File: src/core/rsp_cfg.svh
// constants for the radio serial configuration port
`ifndef RSP_CFG_SVH
`define RSP_CFG_SVH
`define RSP_HDR_RW_BIT      7
`define RSP_HDR_BURST_BIT   6
`define RSP_ADDR_W          6
`define RSP_STAT_LO         6'h30
`define RSP_STAT_HI         6'h3d
`define RSP_CFG_LAST        6'h2e
`define RSP_NUM_REGS        47
`define RSP_REG_RESET       8'h00
`define RSP_SYNC_STAGES     3
`define RSP_WAKE_WAIT_NS    150000
`endif

File: src/core/rsp_pkg.sv
// types for the radio serial configuration port
package rsp_pkg;
	typedef enum logic [1:0] {
		RSP_IDLE,
		RSP_HEADER,
		RSP_DATA
	} rsp_state_type;
endpackage : rsp_pkg

File: src/core/rsp_sync_if.sv
// synchronised pin levels passed from the sampler to the port core
`timescale 1ns/10ps
interface rsp_sync_if;
	logic sclk;
	logic sel_low;
	logic mosi;
	modport src (output sclk, output sel_low, output mosi);
	modport dst (input sclk, input sel_low, input mosi);
endinterface : rsp_sync_if

File: src/core/rsp_port.sv
// serial slave port: header decode, register file, burst counter, strobes
`timescale 1ns/10ps
`include "rsp_cfg.svh"
module rsp_port (
	// clock and reset
	input  wire logic        clk_in,
	input  wire logic        rst_in,
	// serial pins
	input  wire logic        sclk_in,
	input  wire logic        select_low_in,
	input  wire logic        mosi_in,
	output logic             miso_out,
	output logic             miso_oe_low_out,
	// core side
	input  wire logic        crystal_off_state_in,
	input  wire logic        crystal_ready_low_in,
	input  wire logic [6:0]  status_bits_in,
	input  wire logic [7:0]  status_reg_data_in,
	output logic [5:0]       status_reg_addr_out,
	output logic             strobe_out,
	output logic [5:0]       strobe_addr_out,
	output logic             abort_out,
	output logic [7:0]       cfg_flat_out [`RSP_NUM_REGS]
);
	rsp_sync_if sync ();
	rsp_pin_sync u_sync (
		.clk_in        (clk_in),
		.rst_in        (rst_in),
		.sclk_in       (sclk_in),
		.select_low_in (select_low_in),
		.mosi_in       (mosi_in),
		.sync          (sync)
	);

	rsp_pkg::rsp_state_type state_r;
	logic        sclk_d_r;
	logic        sel_d_r;
	logic        rise;
	logic        fall;
	logic        sel_fall;
	logic [2:0]  bit_r;
	logic [7:0]  rx_r;
	logic [7:0]  tx_r;
	logic [7:0]  rx_byte;
	logic        rw_r;
	logic        burst_r;
	logic [5:0]  addr_r;
	logic        load_r;
	logic        miso_r;
	logic [7:0]  regs_r [`RSP_NUM_REGS];
	logic [7:0]  status_byte;
	logic        byte_done;

	function automatic logic is_status_range(input logic [5:0] a);
		is_status_range = (a >= `RSP_STAT_LO) && (a <= `RSP_STAT_HI);
	endfunction : is_status_range

	function automatic logic is_cfg(input logic [5:0] a);
		is_cfg = (a <= `RSP_CFG_LAST);
	endfunction : is_cfg

	assign rise        = sync.sclk & ~sclk_d_r;
	assign fall        = ~sync.sclk & sclk_d_r;
	assign sel_fall    = ~sync.sel_low & sel_d_r;
	assign rx_byte     = {rx_r[6:0], sync.mosi};
	assign byte_done   = rise && (bit_r == 3'h7);
	assign status_byte = {crystal_ready_low_in, status_bits_in};

	always_ff @(posedge clk_in) begin
		if (rst_in) begin
			sclk_d_r <= 1'b0;
			sel_d_r  <= 1'b1;
		end else begin
			sclk_d_r <= sync.sclk;
			sel_d_r  <= sync.sel_low;
		end
	end

	// framing: select high at any point abandons the transfer
	always_ff @(posedge clk_in) begin
		if (rst_in) begin
			state_r <= rsp_pkg::RSP_IDLE;
		end else if (sync.sel_low) begin
			state_r <= rsp_pkg::RSP_IDLE;
		end else begin
			unique case (state_r)
				rsp_pkg::RSP_IDLE:   if (sel_fall) state_r <= rsp_pkg::RSP_HEADER;
				rsp_pkg::RSP_HEADER: if (byte_done) state_r <= rsp_pkg::RSP_DATA;
				rsp_pkg::RSP_DATA:   state_r <= rsp_pkg::RSP_DATA;
			endcase
		end
	end

	// input shifter, rising edge sampling
	always_ff @(posedge clk_in) begin
		if (rst_in || state_r == rsp_pkg::RSP_IDLE) begin
			bit_r <= 3'h0;
			rx_r  <= 8'h00;
		end else if (rise) begin
			bit_r <= bit_r + 3'h1;
			rx_r  <= rx_byte;
		end
	end

	// header capture and burst address counter
	always_ff @(posedge clk_in) begin
		if (rst_in) begin
			rw_r    <= 1'b0;
			burst_r <= 1'b0;
			addr_r  <= 6'h00;
		end else if (byte_done && state_r == rsp_pkg::RSP_HEADER) begin
			rw_r    <= rx_byte[`RSP_HDR_RW_BIT];
			burst_r <= rx_byte[`RSP_HDR_BURST_BIT];
			addr_r  <= rx_byte[`RSP_ADDR_W-1:0];
		end else if (byte_done && state_r == rsp_pkg::RSP_DATA && burst_r) begin
			addr_r  <= addr_r + 6'h01;
		end
	end

	// command strobe when the header hits the status range without burst
	always_ff @(posedge clk_in) begin
		if (rst_in) begin
			strobe_out      <= 1'b0;
			strobe_addr_out <= 6'h00;
		end else begin
			strobe_out <= byte_done && state_r == rsp_pkg::RSP_HEADER
				&& !rx_byte[`RSP_HDR_BURST_BIT]
				&& is_status_range(rx_byte[`RSP_ADDR_W-1:0]);
			if (byte_done && state_r == rsp_pkg::RSP_HEADER)
				strobe_addr_out <= rx_byte[`RSP_ADDR_W-1:0];
		end
	end

	always_ff @(posedge clk_in) begin
		if (rst_in)
			abort_out <= 1'b0;
		else
			abort_out <= sync.sel_low && sel_d_r == 1'b0 && state_r != rsp_pkg::RSP_IDLE
				&& bit_r != 3'h0;
	end

	// register file; writes only at a completed data byte
	genvar g;
	generate
		for (g = 0; g < `RSP_NUM_REGS; g++) begin : g_reg
			always_ff @(posedge clk_in) begin
				if (rst_in)
					regs_r[g] <= `RSP_REG_RESET;
				else if (byte_done && state_r == rsp_pkg::RSP_DATA && !rw_r
					&& addr_r == 6'(g) && !sync.sel_low)
					regs_r[g] <= rx_byte;
			end
			assign cfg_flat_out[g] = regs_r[g];
		end
	endgenerate

	assign status_reg_addr_out = addr_r;

	// next byte to send: status after header/write, register data after read header
	always_ff @(posedge clk_in) begin
		if (rst_in) begin
			load_r <= 1'b0;
		end else begin
			load_r <= byte_done;
		end
	end

	always_ff @(posedge clk_in) begin
		if (rst_in) begin
			tx_r <= 8'h00;
		end else if (sel_fall) begin
			tx_r <= status_byte;
		end else if (load_r) begin
			if (!rw_r)
				tx_r <= status_byte;
			else if (is_cfg(addr_r))
				tx_r <= regs_r[addr_r];
			else if (is_status_range(addr_r) && burst_r)
				tx_r <= status_reg_data_in;
			else
				tx_r <= 8'h00;
		end else if (fall && bit_r != 3'h0) begin
			tx_r <= {tx_r[6:0], 1'b0};
		end
	end

	// output: low right after select falls when the crystal runs and shows ready
	always_ff @(posedge clk_in) begin
		if (rst_in) begin
			miso_r <= 1'b1;
		end else if (sync.sel_low) begin
			miso_r <= 1'b1;
		end else if (sel_fall) begin
			miso_r <= crystal_off_state_in | crystal_ready_low_in;
		end else if (state_r == rsp_pkg::RSP_HEADER && bit_r == 3'h0 && !load_r) begin
			miso_r <= crystal_ready_low_in;
		end else if (fall) begin
			// first fall of a byte shows the loaded msb, later falls the next bit
			miso_r <= (bit_r == 3'h0) ? tx_r[7] : tx_r[6];
		end
	end

	assign miso_out        = miso_r;
	assign miso_oe_low_out = sync.sel_low;

	// assertions
	AST_ADDR_INC: assert property (@(posedge clk_in) disable iff (rst_in)
		(byte_done && state_r == rsp_pkg::RSP_DATA && burst_r && !sync.sel_low)
		|=> addr_r == $past(addr_r) + 6'h01)
		else $error("burst address did not step");
	AST_ABANDON: assert property (@(posedge clk_in) disable iff (rst_in)
		sync.sel_low |=> state_r == rsp_pkg::RSP_IDLE)
		else $error("transfer kept after select release");
	AST_READY_LOW: assert property (@(posedge clk_in) disable iff (rst_in)
		(sel_fall && !crystal_off_state_in && !crystal_ready_low_in) |=> !miso_r)
		else $error("output not low after select");
	AST_STROBE: assert property (@(posedge clk_in) disable iff (rst_in)
		strobe_out |-> is_status_range(strobe_addr_out) && !burst_r)
		else $error("strobe outside status range");
	AST_HDR: assert property (@(posedge clk_in) disable iff (rst_in)
		(byte_done && state_r == rsp_pkg::RSP_HEADER) |=> rw_r == $past(rx_byte[7]))
		else $error("header flag misplaced");
	AST_SAMPLE: assert property (@(posedge clk_in) disable iff (rst_in)
		(rise && state_r != rsp_pkg::RSP_IDLE && !sync.sel_low) |=> rx_r[0] == $past(sync.mosi))
		else $error("input not sampled on rise");
	AST_MSB: assert property (@(posedge clk_in) disable iff (rst_in)
		(rise && state_r != rsp_pkg::RSP_IDLE && !sync.sel_low) |=> rx_r[7:1] == $past(rx_r[6:0]))
		else $error("shift order wrong");
	AST_RESET: assert property (@(posedge clk_in)
		rst_in |=> regs_r[0] == `RSP_REG_RESET)
		else $error("register not at default");
	AST_HEADER_STATE: assert property (@(posedge clk_in) disable iff (rst_in)
		(sel_fall) |=> state_r == rsp_pkg::RSP_HEADER)
		else $error("header phase missed");
	AST_STATUS_OUT: assert property (@(posedge clk_in) disable iff (rst_in)
		(load_r && !rw_r && !sync.sel_low) |=> tx_r == $past(status_byte))
		else $error("status byte not loaded");
	AST_BURST_HOLD: assert property (@(posedge clk_in) disable iff (rst_in)
		(state_r == rsp_pkg::RSP_DATA && $past(state_r) == rsp_pkg::RSP_DATA) |-> $stable(rw_r))
		else $error("burst direction changed");

	COV_WRITE: cover property (@(posedge clk_in) byte_done && state_r == rsp_pkg::RSP_DATA && !rw_r);
	COV_READ: cover property (@(posedge clk_in) byte_done && state_r == rsp_pkg::RSP_DATA && rw_r);
	COV_STROBE: cover property (@(posedge clk_in) strobe_out);
	COV_ABORT: cover property (@(posedge clk_in) abort_out);
endmodule : rsp_port

File: src/core/rsp_pin_sync.sv
// three-stage pin sampler with agreement filter
`timescale 1ns/10ps
`include "rsp_cfg.svh"
module rsp_pin_sync (
	// clock and reset
	input  wire logic  clk_in,
	input  wire logic  rst_in,
	// raw pins
	input  wire logic  sclk_in,
	input  wire logic  select_low_in,
	input  wire logic  mosi_in,
	// clean levels
	rsp_sync_if.src    sync
);
	logic [2:0] pins;
	logic [2:0] st_r [`RSP_SYNC_STAGES];
	logic [2:0] clean_r;

	assign pins = {sclk_in, select_low_in, mosi_in};

	always_ff @(posedge clk_in) begin
		if (rst_in) begin
			st_r[0] <= 3'h2;
			st_r[1] <= 3'h2;
			st_r[2] <= 3'h2;
		end else begin
			st_r[0] <= pins;
			st_r[1] <= st_r[0];
			st_r[2] <= st_r[1];
		end
	end

	// a bit changes only once the second and third stage agree
	genvar g;
	generate
		for (g = 0; g < 3; g++) begin : g_flt
			always_ff @(posedge clk_in) begin
				if (rst_in)
					clean_r[g] <= (g == 1);
				else if (st_r[1][g] == st_r[2][g])
					clean_r[g] <= st_r[2][g];
			end
		end
	endgenerate

	assign sync.sclk    = clean_r[2];
	assign sync.sel_low = clean_r[1];
	assign sync.mosi    = clean_r[0];
endmodule : rsp_pin_sync

File: config.mk
export PLATFORM = sky130hd
export DESIGN_NAME = rsp_port
export DESIGN_NICKNAME = d
export VERILOG_FILES = /design/src/core/rsp_pkg.sv /design/src/core/rsp_sync_if.sv /design/src/core/rsp_port.sv /design/src/core/rsp_pin_sync.sv
export VERILOG_INCLUDE_DIRS = /design/src /design/src/core
export SDC_FILE = /design/constraint.sdc
export NUM_CORES = 1
export LEC_CHECK = 0
export ABC_CLOCK_PERIOD_IN_PS = 2650
export BUFFER_PORTS_ARGS = -buffer_cell sky130_fd_sc_hd__buf_2
export CAP_MARGIN = 20
export CORE_ASPECT_RATIO = 2
export CORE_MARGIN = 2
export CORE_UTILIZATION = 45
export CTS_CLUSTER_DIAMETER = 40
export DETAILED_ROUTE_END_ITERATION = 8
export MAX_ROUTING_LAYER = met4
export PLACE_DENSITY = 0.69
export SKIP_CTS_REPAIR_TIMING = 1
export SLEW_MARGIN = 20
export SYNTH_ARGS = -nofsm -noshare
export SYNTH_HDL_FRONTEND = slang
export SYNTH_SLANG_ARGS = --single-unit
export TNS_END_PERCENT = 10
File: constraint.sdc
create_clock -name clk_in -period 2.65 [get_ports clk_in]
set_clock_uncertainty 0.05 [all_clocks]
set_input_delay 0.1325 -clock clk_in [delete_from_list [all_inputs] [get_ports clk_in]]
set_output_delay 0.1325 -clock clk_in [all_outputs]
set_load 0.02 [all_outputs]
==> flow_metrics.tcl <==
set metrics [dict create \
    outcome "finished, violations left" \
    violations "hold timing" \
    finalPower_mw 15.5 \
    rows 110 \
    synth_area_um2 20500 \
    ys_ff_latch 434 \
    coreArea_um2 45000 \
    synthArstFlopShare 0 \
    worst_pin_slew_ns 0.723 \
    holdCritPathClass "in -> reg" \
    maxCapViolCount 0 \
    finalSetupTns_ns 0 \
    synth_cell_types 61 \
    drt_pass1_iterations 5 \
    hold_path_startpoint "status_bits_in[2]" \
    rsz0062_at_grt "yes" \
    drt_iter0_drc 1330 \
    drive_gt1_frac 0.361 \
    crit_chain "buf_4, mux4_2, mux2i_1, nor4b_1, a311oi_2, a21oi_1" \
    antenna_found_initial 1 \
    insertion_delay_ns 0.56 \
    floorplan.initialDensity 0.455 \
    fp.dieArea_um2 47400 \
    grt_pass1_vias 15600 \
    grt_overflow 0 \
    synth_edf_count 376 \
    min_to "tx_r[2]$_SDFFE_PP0P_" \
    end_kind "flip-flop" \
    grt_usage 0.341 \
    use_met1 0.348 \
    cp_num_buf_inv 1 \
    cts.sinks 434 \
    ant_nets 0 \
    slowest_stage "dfxtp_4" \
    r2r_end "tx_r[5]$_SDFFE_PP0P_" \
    p_leak_nw 9.57 \
    finalMaxSlewViolations 0 \
    use_met2 0.609 \
    final_area_um2 25600 \
    syn2layout_area_growth_pct 25.2 \
    finalSetupViolations 0 \
    power.density_nw_per_um2 606 \
    placed_area_um2 24000 \
    fin_hold_ws_ns -0.0211 \
    met3_usage 0.0468 \
    layout_commonest_cell "buf_2" \
    whs_path_depth 4 \
    fp.dieH_um 306 \
    place_congestion 1.00 \
    top_usage_layer "met2" \
    fmax_ghz 0.389 \
    cts_tree "done" \
    worstSetupStartpointType "flip-flop" \
    cts_root_buf "clkbuf_16" \
    hold_viol 1 \
    cp_top_family "multiplexers" \
    synth_flop_cell "edfxtp_1" \
    vias 15600 \
    grt_max_degree 69 \
    worst_ir_drop_vdd_mv 0.482 \
    wirelength_um 79100 \
    htreeDepth 2 \
    period_share 0.970 \
    drc 0 \
    clockBufferDepth 3 \
    ff2ff_path_depth 6 \
    synth_nets 1590 \
    slowest_delay_ns 0.67 \
    routedWlPerCell_um 29.8 \
    criticalPathCategory "reg -> reg" \
    fin_crit_ns 2.57 \
    cp_data_arrival_time_ns 2.95 \
    layout.nets 2098 \
    numCtsBuffers 42 \
    final_util 0.570 \
    ys_seq_area_frac 0.608 \
    dp_hpwl_um 61400 \
    vias_per_cell 5.85 \
    clk_pin_slew_ns 0.07 \
    port_buffers 413 \
    r2r_slack_ns 0.08 \
    netlist_instances 1557 \
    slew_headroom 0.506 \
    path_max_fanout 28 \
    syn_area_per_cell_um2 13.2 \
    mostFrequentLayoutCells "buf_2, edfxtp_1, and2_1" \
    ys_warn_count 0 \
    die_w_um 155 \
    grt_pass1_wl_um 111000 \
    ioPinCount 414 \
    cp.required_ns 3.03 \
]
registers in the layout, indices dropped and copies added (netlist names), 2 cells and up, named ones only:
name and count:
bit_r 3, regs_r 376, rx_r 7, state_r 2, status_reg_addr_out 6, strobe_addr_out 6
tx_r 8, u_sync.st_r 9
stage by stage:
stage | setup WS [ns] | std cells
4_1_cts | -0.157 | 2638
3_5_place_dp | -0.144 | 2562
5_1_grt | -0.0149 | 2657
2_1_floorplan | 0.176 | 1557
3_3_place_gp | -0.164 | 2562
6_report | 0.0782 | 2658
cells in the mapped netlist (all sizes together) (3+ instances only):
cell	count	share of area
a21oi	32	0.0078
dfxtp	58	0.057
mux2i	32	0.016
o21bai	28	0.010
a22o	3	0.0013
nor4b	3	0.0013
nor4	5	0.0018
clkbuf	80	0.015
a311oi	6	0.0026
a22oi	5	0.0018
mux2	14	0.0077
a211o	6	0.0026
nor3	45	0.012
edfxtp	376	0.55
nand3b	3	0.0011
o211ai	8	0.0029
or2	8	0.0024
and2	352	0.11
a211oi	9	0.0033
inv	14	0.0026
nand3	9	0.0022
o22ai	12	0.0037
a41o	3	0.0015
buf	33	0.0098
nand2b	37	0.011
nor2	72	0.013
xor2	4	0.0017
nand4	12	0.0037
mux4	84	0.092
and3	4	0.0012
nor2b	21	0.0064
ha	11	0.0067
a31oi	5	0.0015
nand2	116	0.021
o21ai	19	0.0046
power by group:
group / total [mW] / switching [mW] / leakage, nW / internal [mW]
clock network: 6.36 / 2.79 / 0.693 / 3.57
logic: 1.17 / 0.774 / 4.84 / 0.391
registers: 8.01 / 0.303 / 4.04 / 7.71
total: 15.5 / 3.86 / 9.57 / 11.7
logic make-up after synthesis:
| family | after synthesis | share of synthesized area |
|---|---|---|
| AND/OR/NAND/NOR | 701 | 0.191 |
| flip-flops | 434 | 0.608 |
| AO/OA/AOI/OAI | 148 | 0.0493 |
| multiplexers | 130 | 0.116 |
| buffers and inverters | 127 | 0.0270 |
| adder cells (fa/ha/maj) | 11 | 0.00672 |
| XOR/XNOR | 6 | 0.00256 |
worst min-delay path: cells and delay by family:
family                 cells  cell delay, ns
AO/OA/AOI/OAI              2            0.22
buffers and inverters      1            0.12
AND/OR/NAND/NOR            1            0.09
routing by layer:
metal / part of all wire / vias up
li1: - / 6673
met1: 0.32 / 7792
met2: 0.54 / 859
met3: 0.063 / 228
met4: 0.075 / 0
met5: 0 / -
worst max path at each step:
stage,slack (ns),to,cells past startpoint,start
floorplan,0.18,regs_r[10][0]$_SDFFCE_PN0P_,7,bit_r[0]$_SDFFE_PP0P_
global placement,-0.16,tx_r[5]$_SDFFE_PP0P_,7,status_reg_addr_out[1]$_SDFFE_PP0N_
detailed placement,-0.14,tx_r[6]$_SDFFE_PP0P_,7,flip-flop
CTS,-0.16,tx_r[6]$_SDFFE_PP0P_,7,flip-flop
global route,-0.01,regs_r[9][7]$_SDFFCE_PN0P_,8,bit_r[0]$_SDFFE_PP0P_
finish,0.08,tx_r[5]$_SDFFE_PP0P_,6,flip-flop
cell type report:
cell class | instances | area (um2)
clock inverter | 29 | 324
inverter | 14 | 52.6
timing repair buffer | 577 | 3490
clock buffer | 47 | 1110
sequential | 434 | 12500
tap | 560 | 701
fill | 3718 | 19400
multi-input combinational | 996 | 7500
antenna | 1 | 2.50
Power figures use the tool's default switching activity.
